==> src/design/bpf_pkg.sv <==
// Purpose: Shared types and constants for the bridge protection and fault report block
// Assumes: One 25 MHz system clock, synchronous active-high reset
// Notes: Analog comparators sit outside; their results arrive as digital levels
`default_nettype none
package bpf_pkg;
    // Number of half-bridges
    localparam int unsigned BPF_NUM_BRIDGES = 3;
    // System clock period in ns
    localparam int unsigned BPF_CLK_PERIOD_NS = 40;
    // Brief high-side off time for one bootstrap recharge, in ns
    localparam int unsigned BPF_RECHARGE_NS = 200;
    // Recharge pulse length in cycles, least time rounded up
    localparam int unsigned BPF_RECHARGE_CYC = (BPF_RECHARGE_NS + BPF_CLK_PERIOD_NS - 1) / BPF_CLK_PERIOD_NS;
    // Width of the recharge counter
    localparam int unsigned BPF_RCH_W = 4;
    // Recharge counter load value
    localparam logic [BPF_RCH_W-1:0] BPF_RCH_LOAD = BPF_RCH_W'(BPF_RECHARGE_CYC);
    // Counter zero value
    localparam logic [BPF_RCH_W-1:0] BPF_RCH_ZERO = 4'h0;

    // Per-bridge gate command towards the output stage
    typedef struct packed {
        logic hs_on;    // High-side transistor on
        logic ls_on;    // Low-side transistor on
        logic weak_pd;  // Weak pulldown on the output
    } bpf_gate_t;

    // Per-bridge analog condition flags, already sampled
    typedef struct packed {
        logic gate_ok;   // Gate-drive supply above threshold
        logic boot_ok;   // Bootstrap capacitor adequately charged
        logic cur_trip;  // Overcurrent shutdown detector
    } bpf_sense_t;

    // Power-up sequencing state
    typedef enum logic [1:0] {
        BPF_ST_OFF,
        BPF_ST_RUN
    } bpf_state_t;
endpackage
`default_nettype wire

==> src/design/bpf_core.sv <==
// Purpose: Protection, shutdown latching and alarm/warning reporting for three half-bridges
// Assumes: Comparator levels and reset pins are asynchronous and are synchronised here
// Notes: Open-drain outputs use an enable that is low while the pin is pulled low
`default_nettype none

//////////////////////////////////////////////////////////////////////////////
// Contract
// Outputs high impedance until supplies valid
// Weak pulldown while resets held low
// Controller holds resets low at power-down
// Fully operational while supplies above threshold
// Alarm and warning active-low open-drain
// Every shutdown fault pulls alarm low
// Warning low above warning temperature
// Alarm/warning pair encodes device status
// Fault: outputs high impedance, alarm low
// Other faults recover automatically
// Controller waits before reset recovery
// Low bootstrap forces brief high-side off
// Recharge may trigger on short off time
// Controller keeps low side on minimum
// Reset low forces bridge high impedance
// Reset rising edge clears bridge latch
// Thermal latch needs all three edges
// Alarm released only when fully clear
module bpf_core
    import bpf_pkg::*;
#(
    parameter int unsigned NB = BPF_NUM_BRIDGES  // Half-bridge count
) (
    input wire logic clk_sys,                      // 25 MHz system clock
    input wire logic rst,                          // Synchronous reset, active high
    input wire logic [NB-1:0] bridge_reset_n,      // Per-bridge reset pins, active low
    input wire logic [NB-1:0] pwm_in,              // Per-bridge PWM command pins
    input wire logic [NB-1:0] gate_drive_supply,   // Gate supply above threshold, per bridge
    input wire logic common_supply_ok,             // Common supply above threshold
    input wire logic [NB-1:0] bootstrap_pin,       // Bootstrap charge adequate, per bridge
    input wire logic [NB-1:0] current_shutdown,    // Overcurrent detector, per bridge
    input wire logic temp_warn,                    // Junction above warning level
    input wire logic thermal_shutdown,             // Junction above shutdown level
    output logic [NB-1:0] hs_on,                   // High-side gate drive
    output logic [NB-1:0] ls_on,                   // Low-side gate drive
    output logic [NB-1:0] weak_pd,                 // Weak output pulldown enable
    output logic fault_n_o,                        // Alarm pin output value
    output logic fault_n_oe_n,                     // Alarm pin enable, low drives
    output logic thermal_warning_n_o,              // Warning pin output value
    output logic thermal_warning_n_oe_n            // Warning pin enable, low drives
);

    //////////////////////////////////////////////////////////////////////////
    // Input synchronisers
    localparam int unsigned SW = 4 * NB + 3;  // Synchronised bit count
    logic [SW-1:0] sync1_q;                     // First stage, read only by second
    logic [SW-1:0] sync2_q;                     // Second stage, safe to use
    wire logic [SW-1:0] raw_in = {bridge_reset_n, pwm_in, gate_drive_supply, current_shutdown,
                                  common_supply_ok, temp_warn, thermal_shutdown};

    // Two-flop synchroniser for all pin levels except bootstrap
    always_ff @(posedge clk_sys) begin
        if (rst) begin
            sync1_q <= '0;
            sync2_q <= '0;
        end else begin
            sync1_q <= raw_in;
            sync2_q <= sync1_q;
        end
    end

    logic [NB-1:0] boot_s1_q;  // Bootstrap first stage
    logic [NB-1:0] boot_s2_q;  // Bootstrap second stage

    // Bootstrap level synchroniser
    always_ff @(posedge clk_sys) begin
        if (rst) begin
            boot_s1_q <= '0;
            boot_s2_q <= '0;
        end else begin
            boot_s1_q <= bootstrap_pin;
            boot_s2_q <= boot_s1_q;
        end
    end

    // Named views of synchronised levels
    wire logic [NB-1:0] rstn_s = sync2_q[4*NB+2 -: NB];
    wire logic [NB-1:0] pwm_s = sync2_q[3*NB+2 -: NB];
    wire logic [NB-1:0] gate_s = sync2_q[2*NB+2 -: NB];
    wire logic [NB-1:0] oc_s = sync2_q[NB+2 -: NB];
    wire logic vdd_s = sync2_q[2];
    wire logic warn_s = sync2_q[1];
    wire logic thermal_shutdown_s = sync2_q[0];

    //////////////////////////////////////////////////////////////////////////
    // Reset edge detection and supply state
    logic [NB-1:0] rstn_prev_q;   // Previous reset level
    logic [NB-1:0] thermal_shutdown_seen_q;   // Rising edges seen since thermal shutdown
    logic [NB-1:0] oc_latch_q;    // Overcurrent shutdown latch per bridge
    logic thermal_shutdown_latch_q;           // Thermal shutdown latch
    bpf_state_t state_q;          // Power-up state
    bpf_state_t state_d;          // Next power-up state

    wire logic [NB-1:0] rstn_rise = rstn_s & ~rstn_prev_q;
    // supplies valid check
    wire logic supplies_ok = vdd_s & (&gate_s);
    // all edges gathered
    wire logic thermal_shutdown_clear = &(thermal_shutdown_seen_q | rstn_rise);

    // run only while supplies valid, resume on recovery
    always_comb begin
        state_d = state_q;
        case (state_q)
            BPF_ST_OFF: begin
                if (supplies_ok) state_d = BPF_ST_RUN;
            end
            BPF_ST_RUN: begin
                if (!supplies_ok) state_d = BPF_ST_OFF;
            end
            default: state_d = BPF_ST_OFF;
        endcase
    end

    // Thermal latch and edge bookkeeping
    always_ff @(posedge clk_sys) begin
        if (rst) begin
            state_q <= BPF_ST_OFF;
            rstn_prev_q <= '0;
            thermal_shutdown_latch_q <= 1'b0;
            thermal_shutdown_seen_q <= '0;
        end else begin
            state_q <= state_d;
            rstn_prev_q <= rstn_s;
            // set wins; clear after all three edges
            if (thermal_shutdown_s) begin
                thermal_shutdown_latch_q <= 1'b1;
                thermal_shutdown_seen_q <= '0;
            end else if (thermal_shutdown_latch_q && thermal_shutdown_clear) begin
                thermal_shutdown_latch_q <= 1'b0;
                thermal_shutdown_seen_q <= '0;
            end else if (thermal_shutdown_latch_q) begin
                thermal_shutdown_seen_q <= thermal_shutdown_seen_q | rstn_rise;
            end
        end
    end

    //////////////////////////////////////////////////////////////////////////
    // Per-bridge latch, recharge guard and gate drive
    wire logic running = (state_q == BPF_ST_RUN);
    // shutdown cause active now, cut without waiting a cycle
    wire logic shut_now = ~supplies_ok | thermal_shutdown_s;
    // not yet powered up, or thermal latch still held
    wire logic shut_held = ~running | thermal_shutdown_latch_q;
    // Recharge counter decrement step
    localparam logic [BPF_RCH_W-1:0] RCH_STEP = BPF_RCH_W'(4'h1);
    bpf_gate_t [NB-1:0] gate_d;   // Next gate commands
    logic [NB-1:0] bridge_off;    // Bridge forced to high impedance

    genvar gi;
    generate
        for (gi = 0; gi < NB; gi++) begin : g_br
            logic [BPF_RCH_W-1:0] rch_q;  // Recharge interval counter
            wire logic recharging = (rch_q != BPF_RCH_ZERO);
            // low bootstrap while high side requested
            wire logic boot_low = ~boot_s2_q[gi] & pwm_s[gi];

            // reset low or any fault gives high impedance
            assign bridge_off[gi] = shut_now | shut_held | ~rstn_s[gi] | oc_latch_q[gi] | oc_s[gi];
            assign gate_d[gi].hs_on = ~bridge_off[gi] & pwm_s[gi] & ~recharging & ~boot_low;
            assign gate_d[gi].ls_on = ~bridge_off[gi] & (~pwm_s[gi] | recharging | boot_low);
            // weak pulldown while reset held low
            assign gate_d[gi].weak_pd = ~rstn_s[gi];

            // Overcurrent latch and recharge counter
            always_ff @(posedge clk_sys) begin
                if (rst) begin
                    oc_latch_q[gi] <= 1'b0;
                    rch_q <= BPF_RCH_ZERO;
                end else begin
                    // set wins over rising-edge clear
                    if (oc_s[gi]) oc_latch_q[gi] <= 1'b1;
                    else if (rstn_rise[gi]) oc_latch_q[gi] <= 1'b0;
                    // load a recharge interval
                    if (boot_low && !recharging && !bridge_off[gi]) rch_q <= BPF_RCH_LOAD;
                    else if (recharging) rch_q <= rch_q - RCH_STEP;
                end
            end

            // Registered gate outputs
            always_ff @(posedge clk_sys) begin
                if (rst) begin
                    hs_on[gi] <= 1'b0;
                    ls_on[gi] <= 1'b0;
                    weak_pd[gi] <= 1'b0;
                end else begin
                    hs_on[gi] <= gate_d[gi].hs_on;
                    ls_on[gi] <= gate_d[gi].ls_on;
                    weak_pd[gi] <= gate_d[gi].weak_pd;
                end
            end
        end
    endgenerate

    //////////////////////////////////////////////////////////////////////////
    // Alarm and warning pins
    // any active or latched shutdown condition
    wire logic alarm = ~supplies_ok | thermal_shutdown_latch_q | thermal_shutdown_s | (|oc_latch_q) | (|oc_s);

    // open-drain active-low reporting
    always_ff @(posedge clk_sys) begin
        if (rst) begin
            fault_n_o <= 1'b0;
            fault_n_oe_n <= 1'b1;
            thermal_warning_n_o <= 1'b0;
            thermal_warning_n_oe_n <= 1'b1;
        end else begin
            fault_n_o <= 1'b0;
            fault_n_oe_n <= ~alarm;
            thermal_warning_n_o <= 1'b0;
            thermal_warning_n_oe_n <= ~warn_s;
        end
    end

endmodule
`default_nettype wire

==> config.mk <==
export PLATFORM = sky130hd
export DESIGN_NAME = bpf_core
export DESIGN_NICKNAME = d
export VERILOG_FILES = /design/src/design/bpf_pkg.sv /design/src/design/bpf_core.sv
export SDC_FILE = /design/constraint.sdc
export NUM_CORES = 1
export LEC_CHECK = 0
export BUFFER_PORTS_ARGS = -buffer_cell sky130_fd_sc_hd__buf_2
export CORE_UTILIZATION = 50
export DETAILED_ROUTE_END_ITERATION = 6
export MAX_ROUTING_LAYER = met4
export PLACE_DENSITY = 0.75
export SLEW_MARGIN = 20
export SYNTH_ARGS = -nofsm -noshare
export SYNTH_HDL_FRONTEND = slang
export SYNTH_SLANG_ARGS = --single-unit
==> constraint.sdc <==
create_clock -name clk_sys -period 2.4 [get_ports clk_sys]
set_clock_uncertainty 0.2 [all_clocks]
set_input_delay 0.12 -clock clk_sys [delete_from_list [all_inputs] [get_ports clk_sys]]
set_output_delay 0.12 -clock clk_sys [all_outputs]
set_load 0.02 [all_outputs]
==> impl_results.md, run 1 <==
- Status: complete, no violations
- Vias/cell: 4.636
- Post-CTS Setup Repair Bufs: 0
- Post-synth EDFFs: 0
- Crit start category: flip-flop
- Post-synthesis register bit count: 70
- Final min period: 1.721 ns
- Via count: 1632
- Starting density of the core: 52.19%
- Die footprint: 5214 um2
- Vias in the first global route: 1437
- I/O pin count: 33
- MaxCap Viol Count: 0
- Leak: 1.262 nW
- Final setup TNS: 0 ns
- Antenna cells: 0
- Worst-path clk slew: 0.07 ns
- Slowest cell delay on critical path: 0.36 ns
- Gr usage total: 16.12%
- Num CTS Buffers: 9
- Fin Hold WS: 0.1774 ns
- Tcrit/Tclk final: 71.72%
- First-pass GRT wire length: 5996 um
- Most frequent cells in the layout: dfxtp_1 (70), nor2b_1 (39), buf_2 (30), dlygate4sd3_1 (24), nor2_1 (16)
- Std-Cell Core Area: 4723 um2
- Final Worst Setup Slack: 0.6786 ns
- Arrival time at the worst endpoint: 1.75 ns
- Cell Rows: 25
- CTS Root Cell: clkbuf_8
- Most common cell after layout, fill and taps aside: dfxtp_1
- Longest Clk Path Bufs: 2
- Count of different cell masters after synthesis: 36
- Layout cells sized above 1: 22.11%
- Area Growth Syn to Fin: 24.62%
- Final Setup Violations: 0
- Initial antenna violation count: 0
- CP Capture Type: flip-flop
- Data required, critical path: 2.43 ns
- Max Clk Rate: 580.9 MHz
- Post-synthesis average cell area: 11.05 um2
- Fillers: 371
- Synth async-reset ratio: 0%
- Die Width: 72.21 um
- Iter 0 DRT Violations: 48
- VDD IR max: 0.4833 mV
- DIE HEIGHT: 72.21 um
- RSZ-0062 raised after global routing: false
- Sequential area share after synthesis: 56.85%
- Post-DR wirelength/cell: 10.71 um
- Grt ovf: 0
- Setup CP Type: flip-flop to flip-flop
- Slowest CP cell: nor3b_2
- Setup WS pre-CTS: 0.7060 ns
- PD cells: 888.4 nW/um2
- Routability congestion estimate: 0.7991
- Final HPWL DP: 2492 um
- Synthesized instance count: 223
- CTS tree: built
- Largest net degree at the start of global routing: 25
- CTS resizes: 0
- Ys Warns: 0
- Critical-path cell list: inv_1 -> ha_1 -> nor3b_2 -> nor2b_1 -> a2111oi_4
- CTS H-tree depth: 3
- Total routed wirelength: 3769 um
- Detail Route Antenna Nets: 0
- Hold Fails Final Rpt: 0
- Clk_lat worst skew: 0.33 ns
- Netlist Area Pre-Place: 2465 um2
- Nets: 305
- Top FF cell, synth: dfxtp_1
- DRC: 0
- CP Max Fanout: 5
- Final slew viol count: 0
- TritonRoute pass-1 iters: 4
- Number of I/O port buffers: 30
- Worst hold path class: flip-flop to flip-flop
- TritonCTS Sinks: 70
critical path: cells and delay by family (launching register included):
family	cells	cell delay, ns
buf+inv	1	0.12
compound gates	1	0.27
simple gates	2	0.49
fa+ha+maj	1	0.24
flops	1	0.31
metal layers:
| layer | routed length [um] | global-route usage, % | up-vias |
|---|---|---|---|
| met2 | 1756 | 25.34 | 36 |
| met4 | 42 | 7.190 | 0 |
| met5 | 0 | - | - |
| li1 | - | - | 857 |
| met3 | 181 | 6.806 | 4 |
| met1 | 1789 | 17.82 | 735 |
kinds of logic (layout without fill, tap and decap cells):
kind of cell	Yosys count	in the layout	share of synthesized area [%]
and+or+nand+nor	103	103	27.67
DFF	70	70	56.85
AOI/OAI and AO/OA	18	18	6.396
buffers and inverters	17	78	2.944
muxes	8	8	3.401
adders and majority gates	3	3	1.523
xor gates and xnor gates	3	3	1.066
other	1	2	0.1521
final cells by class:
class                   instances  area (um2)  share of cell area [%]
clock buffers                  13       148.9                   4.847
inverters                       8       30.03                  0.9776
clock inverters                 1       7.507                  0.2444
multi-input cells             137       994.7                   32.38
repair buffers                 56       405.4                   13.20
well taps                      67       83.83                   2.729
flip-flops and latches         70        1401                   45.62
per-stage QoR:
stage	power (mW)	util, %	area (um2)	cells
2_1_floorplan	1.850	-	2469	224
3_5_place_dp	1.959	56.64	2675	314
5_1_grt	2.884	65.03	3072	352
4_1_cts	2.757	65.03	3072	352
3_3_place_gp	1.931	56.64	2675	314
6_report	2.729	65.03	3072	352
path summary, 6_finish.rpt:
kind,from,endpoint,slack (ns),cells past startpoint
min,sync2_q[1],thermal_warning_n_oe_n,0.18,1
max,g_br[2].rch_q[1],g_br[2].rch_q[1],0.68,5
max reg2reg,g_br[2].rch_q[1],g_br[2].rch_q[1],0.68,5
min reg2reg,sync2_q[1],thermal_warning_n_oe_n,0.18,1
registers in the layout (all words and copies together), names as in the netlist:
signal                    cells
boot_s1_q                     3
state_q                       1
hs_on                         3
rstn_prev_q                   3
g_br.rch_q                   12
boot_s2_q                     3
sync1_q                      15
thermal_warning_n_oe_n        1
ls_on                         3
oc_latch_q                    3
sync2_q                      15
weak_pd                       3
thermal_shutdown_latch_q      1
thermal_shutdown_seen_q       3
fault_n_oe_n                  1
timing repair:
| item | CTS | global route |
|---|---|---|
| endpoints found under the setup margin | 0 | 0 |
| endpoints found under the hold margin | 23 | 0 |
| hold buffers | 24 | 0 |
cells in the mapped netlist (all sizes together), types with 2 or more instances:
cell type  instances  area share (%)
nor4b              3             1.1
nor4bb             3             1.5
mux2i              5             2.0
ha                 3             1.5
dfxtp             70              57
and3b              2            0.71
nand2b             5             1.3
a2111oi            3             2.3
inv                8             1.2
nor2              16             2.4
nand4              4             1.0
nor2b             42              11
nor3b              7             3.8
nor3               8             1.6
clkbuf             5            0.76
and4               2            0.81
xnor2              3             1.1
buf                4            0.96
mux2               3             1.4
a21oi             11             2.2
nand2              9             1.4
report_power, final:
| part | total, mW | switching (mW) | internal [mW] |
|---|---|---|---|
| clock | 0.765 | 0.372 | 0.393 |
| combinational | 0.597 | 0.270 | 0.327 |
| sequential | 1.37 | 0.0883 | 1.28 |
(Power assumes the default switching activity.)
==> run 2, diff against run 1 <==
--- a/config.mk
+++ b/config.mk
@@ -5,6 +5,7 @@
 export SDC_FILE = /design/constraint.sdc
 export NUM_CORES = 1
 export LEC_CHECK = 0
+export ABC_AREA = 1
 export BUFFER_PORTS_ARGS = -buffer_cell sky130_fd_sc_hd__buf_2
 export CORE_UTILIZATION = 50
 export DETAILED_ROUTE_END_ITERATION = 6
==> constraint.sdc (replaced) <==
create_clock -name clk_sys -period 1.7 [get_ports clk_sys]
set_clock_uncertainty 0.2 [all_clocks]
set_input_delay 0.085 -clock clk_sys [delete_from_list [all_inputs] [get_ports clk_sys]]
set_output_delay 0.085 -clock clk_sys [all_outputs]
set_load 0.02 [all_outputs]
==> impl_results.md, run 2 <==
- Status: complete, no violations (unchanged)
- Via count: 1929 (was 1632)
- Nets: 397 (was 305)
- Largest net degree at the start of global routing: 54 (was 25)
- Die footprint: 5176 um2 (was 5214 um2)
- Worst hold path class: flip-flop to flip-flop (unchanged)
- Gr usage total: 19.07% (was 16.12%)
- Most common cell after layout, fill and taps aside: inv_1 (was dfxtp_1)
- Routability congestion estimate: 0.9122 (was 0.7991)
- Synth area leader: dfxtp_1 (unchanged)
- Register Area: 1401 um2 (unchanged)
- CP Max Fanout: 27 (was 5)
- Clk_lat worst skew: 0.34 ns (was 0.33 ns)
- Num CTS Buffers: 9 (unchanged)
- RSZ-0062 raised after global routing: false (unchanged)
- Max Clk Rate: 615.6 MHz
- Die Width: 71.95 um (was 72.21 um)
- MaxCap Viol Count: 0 (unchanged)
- Longest Clk Path Bufs: 2 (unchanged)
- Top post-synthesis cells by area: dfxtp_1 (57%), inv_1 (11%), nor2_1 (10%) (was dfxtp_1 (57%), nor2b_1 (9.9%), nor3b_2 (3.0%))
- CTS tree: built (unchanged)
- Final setup TNS: 0 ns (unchanged)
- Slowest CP cell: dlygate4sd3_1 (was nor3b_2)
- Sequential area share after synthesis: 57.29% (was 56.85%)
- Area Growth Syn to Fin: 30.64% (was 24.62%)
- Count of different cell masters after synthesis: 21 (was 36)
- I/O pin count: 33 (unchanged)
- Final HPWL DP: 2577 um (was 2492 um)
- Layer with the highest usage: met2 (unchanged)
- CTS resizes: 0 (unchanged)
- Antenna cells: 0 (unchanged)
- Ys Warns: 0 (unchanged)
- Crit start category: input port (was flip-flop)
- DRC: 0 (unchanged)
- Crit-path most repeated cell: dlygate4sd3_1
- PD cells: 1242 nW/um2 (was 888.4 nW/um2)
- Synth async-reset ratio: 0% (unchanged)
- DIE HEIGHT: 71.95 um (was 72.21 um)
- TritonRoute pass-1 iters: 4 (unchanged)
- Layout cells sized above 1: 15.57% (was 22.11%)
- Vias in the first global route: 1818 (was 1437)
- CP Capture Type: flip-flop (unchanged)
- Most frequent cells in the layout: inv_1 (73), dfxtp_1 (70), nor2_1 (65), dlygate4sd3_1 (33), buf_2 (30) (was dfxtp_1 (70), nor2b_1 (39), buf_2 (30), dlygate4sd3_1 (24), nor2_1 (16))
- Critical path's top delay family: buffers and inverters (was simple AND/OR/NAND/NOR gates)
- Post-synth EDFFs: 0 (unchanged)
- Crit path depth: 5 (unchanged)
- TritonCTS Sinks: 70 (unchanged)
- Iter 0 DRT Violations: 71 (was 48)
- Met2 usage: 33.23% (was 25.34%)
- Worst-path clk slew: 0.07 ns (about the same)
- Final slew viol count: 0 (unchanged)
- Detail Route Antenna Nets: 0 (unchanged)
- Std-Cell Core Area: 4723 um2 (unchanged)
- CTS Root Cell: clkbuf_8 (unchanged)
- Critical path buffers and inverters: 4 (was 1)
- Critical-path cell list: dlygate4sd3_1 -> buf_2 -> buf_12 -> nor2_1 -> dlygate4sd3_1 (was inv_1 -> ha_1 -> nor3b_2 -> nor2b_1 -> a2111oi_4)
- Vias/cell: 4.325 (was 4.636)
- Hold Fails Final Rpt: 0 (unchanged)
- Count leader, synth: inv_1 (was dfxtp_1)
- Number of I/O port buffers: 30 (unchanged)
- Leak: 1.499 nW (was 1.262 nW)
- Starting density of the core: 51.79% (was 52.19%)
- Hold path depth: 1 (unchanged)
- Post-DR wirelength/cell: 9.657 um (was 10.71 um)
- Post-synthesis register bit count: 70 (unchanged)
- GRT met1 Usage: 19.05% (was 17.82%)
- Total routed wirelength: 4307 um (was 3769 um)
- Design area: 3196 um2 (was 3072 um2)
- Netlist Area Pre-Place: 2446 um2 (was 2465 um2)
- Grt ovf: 0 (unchanged)
- Post-synthesis average cell area: 8.020 um2 (was 11.05 um2)
- Tcrit/Tclk final: 95.56%
- Slowest cell delay on critical path: 0.56 ns (was 0.36 ns)
- Multi-input logic area: 718.2 um2 (was 994.7 um2)
- Initial antenna violation count: 0 (unchanged)
- Final Setup Violations: 0 (unchanged)
- First-pass GRT wire length: 7224 um (was 5996 um)
- Fillers: 363 (was 371)
- Synthesized instance count: 305 (was 223)
- CTS H-tree depth: 3 (unchanged)
- Top-area cell type share of the netlist area: 57.29% (was 56.85%)
- Grt met3 use: 5.417% (was 6.806%)
- Worst r2r path cells: 7 (was 5)
- Synth top cells by count: inv_1 (73), dfxtp_1 (70), nor2_1 (65), nand2_1 (26), o21ai_0 (11) (was dfxtp_1 (70), nor2b_1 (39), nor2_1 (16), a21oi_1 (11), nand2_1 (9))
- Setup CP Type: input port to flip-flop (was flip-flop to flip-flop)
- Arrival time at the worst endpoint: 1.65 ns (was 1.75 ns)
- Final min period: 1.624 ns
- Data required, critical path: 1.72 ns (was 2.43 ns)
- Top FF cell, synth: dfxtp_1 (unchanged)
- VDD IR max: 0.7318 mV (was 0.4833 mV)
- Post-DP Area: 2659 um2 (was 2675 um2)
- Largest regs: sync1_q: 15 flops, sync2_q: 15 flops, g_br.rch_q: 12 flops (unchanged)
- Cell Rows: 25 (unchanged)
## run 2: changes by cell type after synthesis, sizes merged, moves of 4 or more
cell and change:
nand2 +20, nand2b -5, mux2i -5, nor2b -42
o21ai +11, clkbuf -5, nand3 +10, inv +67
buf +4, nor2 +53, nor3b -7
## run 2: metal layers
metal	part of all wire, %	vias up
li1	-	1031
met1	43	857
met2	52	31
met3	2.9	10
met4	2.1	0
met5	0	-
## run 2: worst register-to-register path: cells and delay by family, from the launching register on
kind          cells  cell delay (ns)
buf+inv           1             0.11
fa+ha+maj         1             0.21
simple gates      5             0.58
flops             1             0.31
## run 2: stage by stage
step                total power [mW]  hold slack (ns)  instances  util (%)  worst slack (ns)
CTS                            3.980           0.1810        445     67.13            0.1239
global route                   4.198           0.1844        446     67.66           0.02034
floorplan                      2.525        -0.008033        306         -            0.3238
finish                         3.967           0.1810        446     67.66           0.07553
global placement               2.651          0.08264        396     56.29            0.2611
detailed placement             2.701          0.09253        396     56.29            0.2025
## run 2: final cells by class
class                      instances  share of cell area (%)
inverter                          76                   8.927
multi-input combinational        152                   22.47
sequential                        70                   43.85
timing repair buffer              65                   16.44
clock inverter                     5                   1.566
clock buffer                      11                   4.111
tap                               67                   2.623
## run 2: final timing paths
| path | from | endpoint | slack (ns) |
|---|---|---|---|
| setup / recovery | rst | sync1_q[11] | 0.08 |
| hold / removal | sync2_q[1] | thermal_warning_n_oe_n | 0.18 |
| setup reg to reg | g_br[0].rch_q[0] | g_br[0].rch_q[1] | 0.18 |
| hold reg to reg | sync2_q[1] | thermal_warning_n_oe_n | 0.18 |
## run 2: timing repair
item                       in CTS  in global routing
hold endpoints to repair       39                  0
hold buffers                   33                  0
setup endpoints to repair       0                 10
setup buffers                   0                  0
## run 2: kinds of logic after synthesis
| kind of cell | after synthesis | share of synthesized area (%) |
|---|---|---|
| other cells | 1 | 0.1533 |
| flops | 70 | 57.29 |
| compound gates | 23 | 5.012 |
| simple gates | 121 | 21.43 |
| xor+xnor | 3 | 1.074 |
| buf+inv | 84 | 13.50 |
| fa+ha+maj | 3 | 1.535 |
## run 2: power by group
part	switching (mW)	internal, mW	total (mW)	leakage (nW)
clock	0.561	0.668	1.23	0.0968
sequential	0.0729	1.80	1.87	0.577
combinational	0.504	0.363	0.866	0.826
